$ cat src/gdc_map.svh
// gate drive config registers: offsets, fields, reset values, timing counts
`ifndef GDC_MAP_SVH
`define GDC_MAP_SVH
// ==========================================
// register offsets (four-bit serial address)
`define GDC_ADDR_GS_FAULT 4'h4
`define GDC_ADDR_HIGH     4'h5
`define GDC_ADDR_LOW      4'h6
`define GDC_ADDR_BRIDGE   4'h7
// ==========================================
// serial word layout
`define GDC_WORD_BITS  5'h10
`define GDC_RW_BIT     15
`define GDC_ADDR_HI    14
`define GDC_ADDR_LO    11
`define GDC_DATA_HI    10
`define GDC_GS_LSB     5
// ==========================================
// reset values, writable mask, current code limit and fallback
`define GDC_DRIVE_RST  11'h344
`define GDC_BRIDGE_RST 11'h216
`define GDC_DRIVE_MASK 11'h3FF
`define GDC_CUR_MAX    4'hB
`define GDC_CUR_FALL   4'h4
// ==========================================
// timing: figures in ns, counts rounded up
`define GDC_CLK_NS     10
`define GDC_CYC(ns)    (((ns) + `GDC_CLK_NS - 1) / `GDC_CLK_NS)
`define GDC_PT0_NS     220
`define GDC_PT1_NS     440
`define GDC_PT2_NS     880
`define GDC_PT3_NS     1780
`define GDC_DT0_NS     35
`define GDC_DT1_NS     52
`define GDC_DT2_NS     88
`define GDC_DT3_NS     440
`define GDC_DT4_NS     880
`define GDC_DT5_NS     1760
`define GDC_DT6_NS     3520
`define GDC_DT7_NS     5280
`define GDC_OC1_NS     1750
`define GDC_OC2_NS     3500
`define GDC_OC3_NS     7000
`endif

$ cat src/gdc_pkg.sv
// gate drive config register types
package gdc_pkg;
  // ==========================================
  // one drive strength register, bits 9:0
  typedef struct packed {
    logic [1:0] peak_time;
    logic [3:0] sink_current;
    logic [3:0] source_current;
  } gdc_drive_t;
  // ==========================================
  // bridge control register, bits 10:0
  typedef struct packed {
    logic       pump_clock_select;
    logic       freewheel_select;
    logic [1:0] pwm_mode;
    logic [2:0] dead_time;
    logic [1:0] overcurrent_blank_time;
    logic [1:0] overcurrent_deglitch_time;
  } gdc_bridge_t;
  // ==========================================
  // decoded input scheme
  typedef enum logic [2:0] {
    GDC_PWM_SIX    = 3'h1,
    GDC_PWM_THREE  = 3'h2,
    GDC_PWM_SINGLE = 3'h4
  } gdc_pwm_t;
  // ==========================================
  // serial pins as seen at the device
  typedef struct packed {
    logic sclk;
    logic cs_n;
    logic mosi;
  } gdc_spi_in_t;
endpackage

$ cat src/gdc_regs.sv
// gate drive config register bank with serial slave
// Functional notes
// - fault register: six gate-source flags in bits 10:5, low bits zero, reset zero
// - every config bit is writable and reads back
// - reads and fault clears never change settings
// - power-up loads default values into all config registers
// - entering sleep restores all config registers to defaults
// - high-side peak time bits 9:8, 220 to 1780 ns, default 3
// - high-side sink current bits 7:4, default 4, codes above 1011 give 60 mA
// - high-side source current bits 3:0, default 4, codes above 1011 give 50 mA
// - low-side peak time bits 9:8 at 0x6, same codes, default 3
// - low-side sink current bits 7:4, default 4, high codes give 60 mA
// - low-side source current bits 3:0, default 4, high codes give 50 mA
// - bit 10 picks charge pump clock, 0 normal, 1 reduced
// - freewheel bit 9 applies only in single input mode, default active
// - mode bits 8:7: 00/11 six inputs, 01 three, 10 one
// - 16-bit words: rw flag, four-bit address, eleven data bits; reply data
`timescale 1ns/1ps
`include "gdc_map.svh"
module gdc_regs (
  // clock, reset, enable
  input  wire logic                 core_clk,
  input  wire logic                 rst,
  input  wire logic                 clk_en,
  // serial pins
  input  wire gdc_pkg::gdc_spi_in_t spi_in,
  output logic                      miso_o,
  output logic                      miso_oe,
  // fault detectors and device events
  input  wire logic [5:0]           gs_fault_in,
  input  wire logic                 fault_clear_cmd,
  input  wire logic                 sleep_enter,
  // drive settings
  output gdc_pkg::gdc_drive_t       high_drive,
  output gdc_pkg::gdc_drive_t       low_drive,
  output logic [9:0]                high_peak_cycles,
  output logic [9:0]                low_peak_cycles,
  // bridge settings
  output logic                      pump_clock_select,
  output gdc_pkg::gdc_pwm_t         pwm_scheme,
  output logic                      freewheel_active,
  output logic [9:0]                dead_cycles,
  output logic [9:0]                blank_cycles,
  output logic [9:0]                deglitch_cycles
);
  // ==========================================
  // pin synchroniser
  gdc_pkg::gdc_spi_in_t pin_s1_ff;
  gdc_pkg::gdc_spi_in_t pin_s2_ff;
  logic [5:0]           gs_s1_ff;
  logic [5:0]           gs_s2_ff;
  logic                 sclk_d_ff;
  logic                 cs_n_d_ff;

  // two flops per pin; only stage two is read
  always_ff @(posedge core_clk) begin
    if (rst) begin
      pin_s1_ff <= '{sclk: 1'b0, cs_n: 1'b1, mosi: 1'b0};
      pin_s2_ff <= '{sclk: 1'b0, cs_n: 1'b1, mosi: 1'b0};
      gs_s1_ff  <= 6'h00;
      gs_s2_ff  <= 6'h00;
      sclk_d_ff <= 1'b0;
      cs_n_d_ff <= 1'b1;
    end else if (clk_en) begin
      pin_s1_ff <= spi_in;
      pin_s2_ff <= pin_s1_ff;
      gs_s1_ff  <= gs_fault_in;
      gs_s2_ff  <= gs_s1_ff;
      sclk_d_ff <= pin_s2_ff.sclk;
      cs_n_d_ff <= pin_s2_ff.cs_n;
    end
  end

  // ==========================================
  // frame events
  logic sclk_fall;
  logic frame_start;
  logic frame_end;
  assign sclk_fall   = sclk_d_ff & ~pin_s2_ff.sclk & ~pin_s2_ff.cs_n;
  assign frame_start = cs_n_d_ff & ~pin_s2_ff.cs_n;
  assign frame_end   = ~cs_n_d_ff & pin_s2_ff.cs_n;

  // ==========================================
  // shifter
  logic [15:0] rx_ff;
  logic [15:0] tx_ff;
  logic [15:0] resp_ff;
  logic [4:0]  cnt_ff;
  logic        word_ok;
  logic        is_read;
  logic [3:0]  word_addr;
  logic        wr_go;

  // sample and shift out on the falling edge; host samples there too
  always_ff @(posedge core_clk) begin
    if (rst) begin
      rx_ff  <= 16'h0000;
      tx_ff  <= 16'h0000;
      cnt_ff <= 5'h00;
    end else if (clk_en) begin
      if (frame_start) begin
        tx_ff  <= resp_ff;
        cnt_ff <= 5'h00;
      end else if (sclk_fall) begin
        rx_ff  <= {rx_ff[14:0], pin_s2_ff.mosi};
        tx_ff  <= {tx_ff[14:0], 1'b0};
        // saturate so an overlong frame is rejected, not wrapped
        if (cnt_ff != 5'h1F) begin
          cnt_ff <= cnt_ff + 5'h01;
        end
      end
    end
  end

  // decode of a completed word; wrong length frames are dropped
  assign word_ok   = frame_end && (cnt_ff == `GDC_WORD_BITS);
  assign is_read   = rx_ff[`GDC_RW_BIT];
  assign word_addr = rx_ff[`GDC_ADDR_HI:`GDC_ADDR_LO];
  assign wr_go     = word_ok && !is_read && !sleep_enter;

  // miso driven only inside a frame
  assign miso_o  = tx_ff[15];
  assign miso_oe = ~pin_s2_ff.cs_n;

  // ==========================================
  // configuration storage
  gdc_pkg::gdc_drive_t  high_ff;
  gdc_pkg::gdc_drive_t  low_ff;
  gdc_pkg::gdc_bridge_t bridge_ff;

  // defaults on power-up and while sleep is entered
  always_ff @(posedge core_clk) begin
    if (rst || (clk_en && sleep_enter)) begin
      high_ff   <= 10'(`GDC_DRIVE_RST);
      low_ff    <= 10'(`GDC_DRIVE_RST);
      bridge_ff <= `GDC_BRIDGE_RST;
    end else if (clk_en && wr_go) begin
      // bit 10 of the drive words is reserved: dropped
      case (word_addr)
        `GDC_ADDR_HIGH: begin
          high_ff <= rx_ff[9:0];
        end
        `GDC_ADDR_LOW: begin
          low_ff <= rx_ff[9:0];
        end
        `GDC_ADDR_BRIDGE: begin
          bridge_ff <= rx_ff[`GDC_DATA_HI:0];
        end
        default: begin
        end
      endcase
    end
  end

  // ==========================================
  // gate-source fault flags
  logic [5:0] gs_ff;

  // sticky; a new fault beats a clear in the same cycle
  always_ff @(posedge core_clk) begin
    if (rst) begin
      gs_ff <= 6'h00;
    end else if (clk_en) begin
      gs_ff <= (fault_clear_cmd ? 6'h00 : gs_ff) | gs_s2_ff;
    end
  end

  // ==========================================
  // read mux, unmapped and reserved bits zero
  logic [10:0] rd_data;
  always_comb begin
    rd_data = 11'h000;
    case (word_addr)
      `GDC_ADDR_GS_FAULT: rd_data = {gs_ff, 5'h00};
      `GDC_ADDR_HIGH:     rd_data = {1'b0, high_ff};
      `GDC_ADDR_LOW:      rd_data = {1'b0, low_ff};
      `GDC_ADDR_BRIDGE:   rd_data = bridge_ff;
      default:            rd_data = 11'h000;
    endcase
  end

  // reply takes contents before this frame's own write; shifted out next frame
  always_ff @(posedge core_clk) begin
    if (rst) begin
      resp_ff <= 16'h0000;
    end else if (clk_en && word_ok) begin
      resp_ff <= {5'h00, rd_data};
    end
  end

  // ==========================================
  // setting decode
  function automatic logic [3:0] cur_eff(input logic [3:0] code);
    // upper codes fall back to the code 4 current
    cur_eff = (code > `GDC_CUR_MAX) ? `GDC_CUR_FALL : code;
  endfunction

  function automatic logic [9:0] peak_cyc(input logic [1:0] code);
    case (code)
      2'h0:    peak_cyc = 10'(`GDC_CYC(`GDC_PT0_NS));
      2'h1:    peak_cyc = 10'(`GDC_CYC(`GDC_PT1_NS));
      2'h2:    peak_cyc = 10'(`GDC_CYC(`GDC_PT2_NS));
      default: peak_cyc = 10'(`GDC_CYC(`GDC_PT3_NS));
    endcase
  endfunction

  // code 0 means no filtering, so zero cycles here
  function automatic logic [9:0] oc_cyc(input logic [1:0] code);
    case (code)
      2'h0:    oc_cyc = 10'h000;
      2'h1:    oc_cyc = 10'(`GDC_CYC(`GDC_OC1_NS));
      2'h2:    oc_cyc = 10'(`GDC_CYC(`GDC_OC2_NS));
      default: oc_cyc = 10'(`GDC_CYC(`GDC_OC3_NS));
    endcase
  endfunction

  // drive outputs with the fallback applied
  always_comb begin
    high_drive                = high_ff;
    high_drive.sink_current   = cur_eff(high_ff.sink_current);
    high_drive.source_current = cur_eff(high_ff.source_current);
    low_drive                 = low_ff;
    low_drive.sink_current    = cur_eff(low_ff.sink_current);
    low_drive.source_current  = cur_eff(low_ff.source_current);
  end

  assign high_peak_cycles  = peak_cyc(high_ff.peak_time);
  assign low_peak_cycles   = peak_cyc(low_ff.peak_time);
  assign pump_clock_select = bridge_ff.pump_clock_select;
  assign blank_cycles      = oc_cyc(bridge_ff.overcurrent_blank_time);
  assign deglitch_cycles   = oc_cyc(bridge_ff.overcurrent_deglitch_time);

  // input scheme; 11 aliases the six input mode
  always_comb begin
    case (bridge_ff.pwm_mode)
      2'h1:    pwm_scheme = gdc_pkg::GDC_PWM_THREE;
      2'h2:    pwm_scheme = gdc_pkg::GDC_PWM_SINGLE;
      default: pwm_scheme = gdc_pkg::GDC_PWM_SIX;
    endcase
  end

  // ignored outside single input mode
  assign freewheel_active = bridge_ff.freewheel_select && (pwm_scheme == gdc_pkg::GDC_PWM_SINGLE);

  // dead time lookup
  always_comb begin
    case (bridge_ff.dead_time)
      3'h0:    dead_cycles = 10'(`GDC_CYC(`GDC_DT0_NS));
      3'h1:    dead_cycles = 10'(`GDC_CYC(`GDC_DT1_NS));
      3'h2:    dead_cycles = 10'(`GDC_CYC(`GDC_DT2_NS));
      3'h3:    dead_cycles = 10'(`GDC_CYC(`GDC_DT3_NS));
      3'h4:    dead_cycles = 10'(`GDC_CYC(`GDC_DT4_NS));
      3'h5:    dead_cycles = 10'(`GDC_CYC(`GDC_DT5_NS));
      3'h6:    dead_cycles = 10'(`GDC_CYC(`GDC_DT6_NS));
      default: dead_cycles = 10'(`GDC_CYC(`GDC_DT7_NS));
    endcase
  end
endmodule

$ cat config.mk
export PLATFORM = sky130hd
export DESIGN_NAME = gdc_regs
export DESIGN_NICKNAME = d
export VERILOG_FILES = /design/src/gdc_pkg.sv /design/src/gdc_regs.sv
export VERILOG_INCLUDE_DIRS = /design/src /design/src/src
export SDC_FILE = /design/constraint.sdc
export NUM_CORES = 1
export LEC_CHECK = 0
export BUFFER_PORTS_ARGS = -buffer_cell sky130_fd_sc_hd__buf_2
export CORE_MARGIN = 2
export CORE_UTILIZATION = 40
export DETAILED_ROUTE_END_ITERATION = 6
export PLACE_DENSITY_LB_ADDON = 0.1
export SKIP_CTS_REPAIR_TIMING = 1
export SYNTH_ARGS = -nofsm -noshare
export SYNTH_HDL_FRONTEND = slang
export SYNTH_SLANG_ARGS = --single-unit
$ cat constraint.sdc
create_clock -name core_clk -period 5.6 [get_ports core_clk]
set_clock_uncertainty 0.2 [all_clocks]
set_input_delay 1.12 -clock core_clk [delete_from_list [all_inputs] [get_ports core_clk]]
set_output_delay 1.12 -clock core_clk [all_outputs]
set_load 0.02 [all_outputs]
[Word-level counts from Yosys, hierarchy flattened]
Index checks and enable logic that the tools add are counted.
Storage, ports and cells
  latch bits: 0
  memories: 0
  ROM bits: 0
  output and inout port bits: 77
  bits in writable memories: 0
  register bits: 105
  word-level logic and storage cells: 104
  input port bits: 14
Cells by class
  shifts and indexed selects: 0
  muxes and demuxes: 17
  reductions and logical operators: 23
  bitwise gates (word level): 9
  eq/ne operators: 23
  $add $sub $neg: 1
  $lt $le $gt $ge: 4
  $mul: 0
  div/mod/pow operators: 0
Operators with widths (count)
  $pmux W10 S7: 1
  $pmux W10 S3: 2
  $pmux W8 S3: 2
  $pmux W11 S4: 1
  $mux W16: 2
  $eq A4 B3 Y1 const B: 4
  $gt A4 B4 Y1 const B: 4
  $mux W4: 4
  $mux W5: 3
  $eq A3 B3 Y1 const B: 4
  $eq A2 B1 Y1 const B: 5
  $eq A2 B2 Y1 const B: 5
  $logic_not A2 Y1: 4
  $reduce_and A2 Y1: 4
  $logic_and A1 B1 Y1: 7
  $eq A3 B2 Y1 const B: 2
  $mux W6: 1
  $or A6 B6 Y6: 1
  $pmux W3 S2: 1
  $reduce_and A3 Y1: 2
  $add A5 B1 Y5 const B: 1
  $eq A5 B5 Y1 const B: 1
  $ne A5 B5 Y1 const B: 1
  $and A1 B1 Y1: 4
  6 further kinds: 11

[Longest topological paths before layout]
  depth after elaboration: 7
  mapped depth: 7
  gate-level depth less buffers: 7

[Least setup slack after synthesis]
OpenSTA, ideal clock, no wires.
  path type: reg2out
  start point: register bridge_ff[6] (netlist name)
  end point: output dead_cycles[3]
  cell stages (with the launch flop): 5
  path buffers: 1
  data required time: 4.280 ns
  slack: 3.027 ns
  arrival time: 1.253 ns
  cells stage by stage: dfxtp_1 clkbuf_1 inv_1 nor2_1 mux2_2
On the way
  longest elaborated chain between the ends: 2
  elaborated cells on any way between the ends: 8
Ends and longest elaborated chain
  start: declaration: RTL line gdc_regs.sv:129  | gdc_pkg::gdc_bridge_t bridge_ff;
  start signal: assignment: RTL line gdc_regs.sv:136  | bridge_ff <= `GDC_BRIDGE_RST;
  start signal: assignment: RTL line gdc_regs.sv:147  | bridge_ff <= rx_ff[`GDC_DATA_HI:0];
  $eq A3 B3 Y1, or another cell as far along: RTL line gdc_regs.sv:247  | case (bridge_ff.dead_time)
  $pmux W10 S7 *: RTL line gdc_regs.sv:247
  end: declaration: RTL line gdc_regs.sv:42  | output logic [9:0] dead_cycles,
Every way passes the cells marked *; elsewhere a longest branch is shown, timed or not.

[Final worst setup path]
  start point: input clk_en
  end point: register bridge_ff[3] (netlist name)
On the way
  longest elaborated chain between the ends: 2
  elaborated cells on any way between the ends: 4
Ends and longest elaborated chain
  start: declaration: RTL line gdc_regs.sv:24  | input wire logic clk_en,
  $logic_and A1 B1 Y1 (on tied branches): RTL line gdc_regs.sv:137, gdc_regs.sv:133
  $reduce_and A2 Y1 (no line) / $logic_or A1 B1 Y1 (equally long branches)
Parallel ways exist; a longest one is shown, timed or not.
A chain may end at the register's enable or synchronous reset.

==> impl_metrics.py <==
metrics = {
    "place": {
        "dp_slack_ns": 1.85,
        "portBuffers": 84,
        "place_hpwl_um": 7450,
        "gp_congestion": 0.751,
    },
    "sta": {
        "slew_headroom": 0.319,
        "fin_tns_setup_ns": 0,
        "hold_slack_ns": 0.265,
        "rsz0062_at_grt": "no",
        "setup_slack_ns": 2.19,
        "max_freq_mhz": 294,
        "finalHoldViolCount": 0,
        "finalCritPeriodShare": 0.608,
        "period_minus_slack_ns": 3.41,
        "tightest_slew_ns": 1.02,
        "report.final.slew_viol_count": 0,
        "finalSetupViolations": 0,
    },
    "synthesis": {
        "synthTopCellsByCount": "dfxtp_1, nor2_1, mux2i_1",
        "synth_top_area_share": 0.432,
        "yosysMostFrequentCell": "dfxtp_1",
        "ys_seq_area_frac": 0.432,
        "synth_edf_count": 0,
        "syn-cell-area_um2": 4860,
        "synth_warnings": 0,
        "postSynthAreaPerCell_um2": 9.21,
        "synth-seq-cells": 105,
        "async_reset_ff_frac": 0,
        "netlist_instances": 528,
        "yosysUniqueCellTypes": 42,
        "yosysTopAreaCell": "dfxtp_1",
        "ys_top_cells_by_area": "dfxtp_1, mux2i_1, ha_1",
        "synthFlopType": "dfxtp_1",
    },
    "global_route": {
        "grt_pass1_wl_um": 17800,
        "grt_max_degree": 73,
        "antenna_found_initial": 0,
        "grt_use_total": 0.173,
        "gr-total-overflow": 0,
        "grt_pass1_vias": 3399,
    },
    "critical_path": {
        "rrSetupSlack_ns": 2.68,
        "reg2reg_from": "rx_ff[12]$_SDFFE_PP0P_",
        "startpoint": "clk_en",
        "crit_type": "in -> reg",
        "cp.arrival_ns": 3.41,
        "crit_path_end_kind": "flop",
        "worstSetupEndpoint": "bridge_ff[3]$_SDFFE_PP0P_",
        "critPathMaxFanout": 34,
        "crit_required_ns": 5.60,
        "reg2reg_depth": 4,
        "start_kind": "input pin",
        "rr_endpoint": "low_ff[3]$_SDFFE_PP0P_",
    },
    "floorplanning": {
        "initial_utilization": 0.407,
        "dieWidth_um": 114,
        "boundaryPins": 91,
        "fp.dieArea_um2": 13100,
        "dieHeight_um": 114,
        "coreArea_um2": 12000,
        "rows": 40,
    },
    "pwr": {
        "powerDensity_nw_per_um2": 273,
        "vdd_ir_drop_max_mv": 0.128,
        "leakage_nw": 2.52,
    },
    "routing": {
        "wl_um": 10900,
        "drcViolationCount": 0,
        "drt-pass1-iter-count": 4,
        "via_count": 3638,
        "ant_nets": 0,
        "drtIter0Drc": 217,
        "drt-vias-per-instance": 4.99,
        "routedWlPerCell_um": 14.9,
    },
    "clocking": {
        "path_clk_slew_ns": 0.06,
        "numCtsBuffers": 9,
        "cts.sinks": 105,
        "clock_latency_ns": 0.35,
        "cts_tree": "yes",
        "cts_max_level": 3,
        "cts-root-buf": "clkbuf_16",
        "cts.path.max_buffers": 2,
    },
    "cells_and_area": {
        "drive_gt1_frac": 0.215,
        "ff_latch_area_um2": 2100,
        "antenna_cells": 0,
        "area_growth_syn_to_layout_pct": 14.5,
        "nets": 618,
        "fillers": 1168,
        "multiInputGateArea_um2": 2430,
    },
    "status": {
        "outcome": "finished, final reports clean",
    },
    "flow_run": {
        "maxCapViolations": 0,
    },
    "worst_hold_path": {
        "hold_class": "reg -> reg",
    },
}
[layer usage]
layer	share of wire	vias up	track usage	routed length, um
li1	-	1865	-	-
met1	0.47	1715	0.229	5140
met2	0.49	54	0.285	5320
met3	0.033	4	0.0482	363
met4	0.0048	0	0.0293	52
met5	0	-	0	0
[metrics by stage]
step           instance area (um2)  std cells   util  total power, W
6_report                      5570        729  0.465         0.00152
5_1_grt                       5570        729  0.465         0.00158
4_1_cts                       5570        729  0.465         0.00154
3_5_place_dp                  5250        716  0.439        0.000846
3_3_place_gp                  5250        716  0.439        0.000845
2_1_floorplan                 4880        533      -        0.000832
[layout make-up]
cell class / instances / share of cell area
clock buffers: 9 / 0.0405
inverters: 23 / 0.0155
clock inverters: 4 / 0.0171
multi-input cells: 354 / 0.437
flip-flops and latches: 105 / 0.378
well taps: 147 / 0.0330
repair buffers: 87 / 0.0796
[worst max-delay path: stages]
cell	delay (ns)
buf_2	0.58
nor3b_2	0.43
nand4_1	0.78
mux2i_1	0.42
nor2_1	0.06
[how the worst min path moves through the flow]
stage / startpoint / to / slack (ns) / cells past startpoint
after floorplan: pin_s2_ff[0]$_SDFFE_PP0P_ / rx_ff[0]$_SDFFE_PP0P_ / 0.23 / 2
after global placement: rx_ff[15]$_SDFFE_PP0P_ / rx_ff[15]$_SDFFE_PP0P_ / 0.25 / 2
after detailed placement: rx_ff[15]$_SDFFE_PP0P_ / rx_ff[15]$_SDFFE_PP0P_ / 0.25 / 2
after CTS: rx_ff[15]$_SDFFE_PP0P_ / rx_ff[15]$_SDFFE_PP0P_ / 0.26 / 2
after global routing: rx_ff[15]$_SDFFE_PP0P_ / rx_ff[15]$_SDFFE_PP0P_ / 0.30 / 2
final: rx_ff[15]$_SDFFE_PP0P_ / rx_ff[15]$_SDFFE_PP0P_ / 0.26 / 2
[registers in the layout, summed over array words and instances (netlist names), 3 cells and up]
signal     cells
rx_ff         16
tx_ff         16
resp_ff       11
bridge_ff     10
high_ff        8
low_ff         8
gs_ff          6
gs_s1_ff       6
gs_s2_ff       6
cnt_ff         5
pin_s1_ff      3
pin_s2_ff      3
[placed cells by master, fill, tap and decap left out, types with 9 or more instances in the layout]
cell type  Yosys  layout
dfxtp_1      105     105
buf_2          9      84
nor2_1        79      79
mux2i_1       59      59
nand2_1       53      53
a21oi_1       24      24
ha_1          24      24
inv_1         23      23
a22oi_1       23      23
a211oi_1      10      10
clkbuf_16      0       9
[report_power, final]
part | switching [W] | internal [W]
Clock | 0.000263 | 0.000429
Sequential | 0.00000741 | 0.000758
Combinational | 0.0000407 | 0.0000225
[cells by family after synthesis]
| family | count (synthesis) | share of synthesized area |
|---|---|---|
| AO/OA/AOI/OAI | 78 | 0.109 |
| multiplexers | 70 | 0.158 |
| AND/OR/NAND/NOR | 176 | 0.164 |
| buffers and inverters | 74 | 0.0741 |
| adder cells (fa/ha/maj) | 24 | 0.0617 |
| flip-flops | 105 | 0.432 |
| other | 1 | 0.000771 |
No activity file was read; power rests on OpenSTA's default activity.
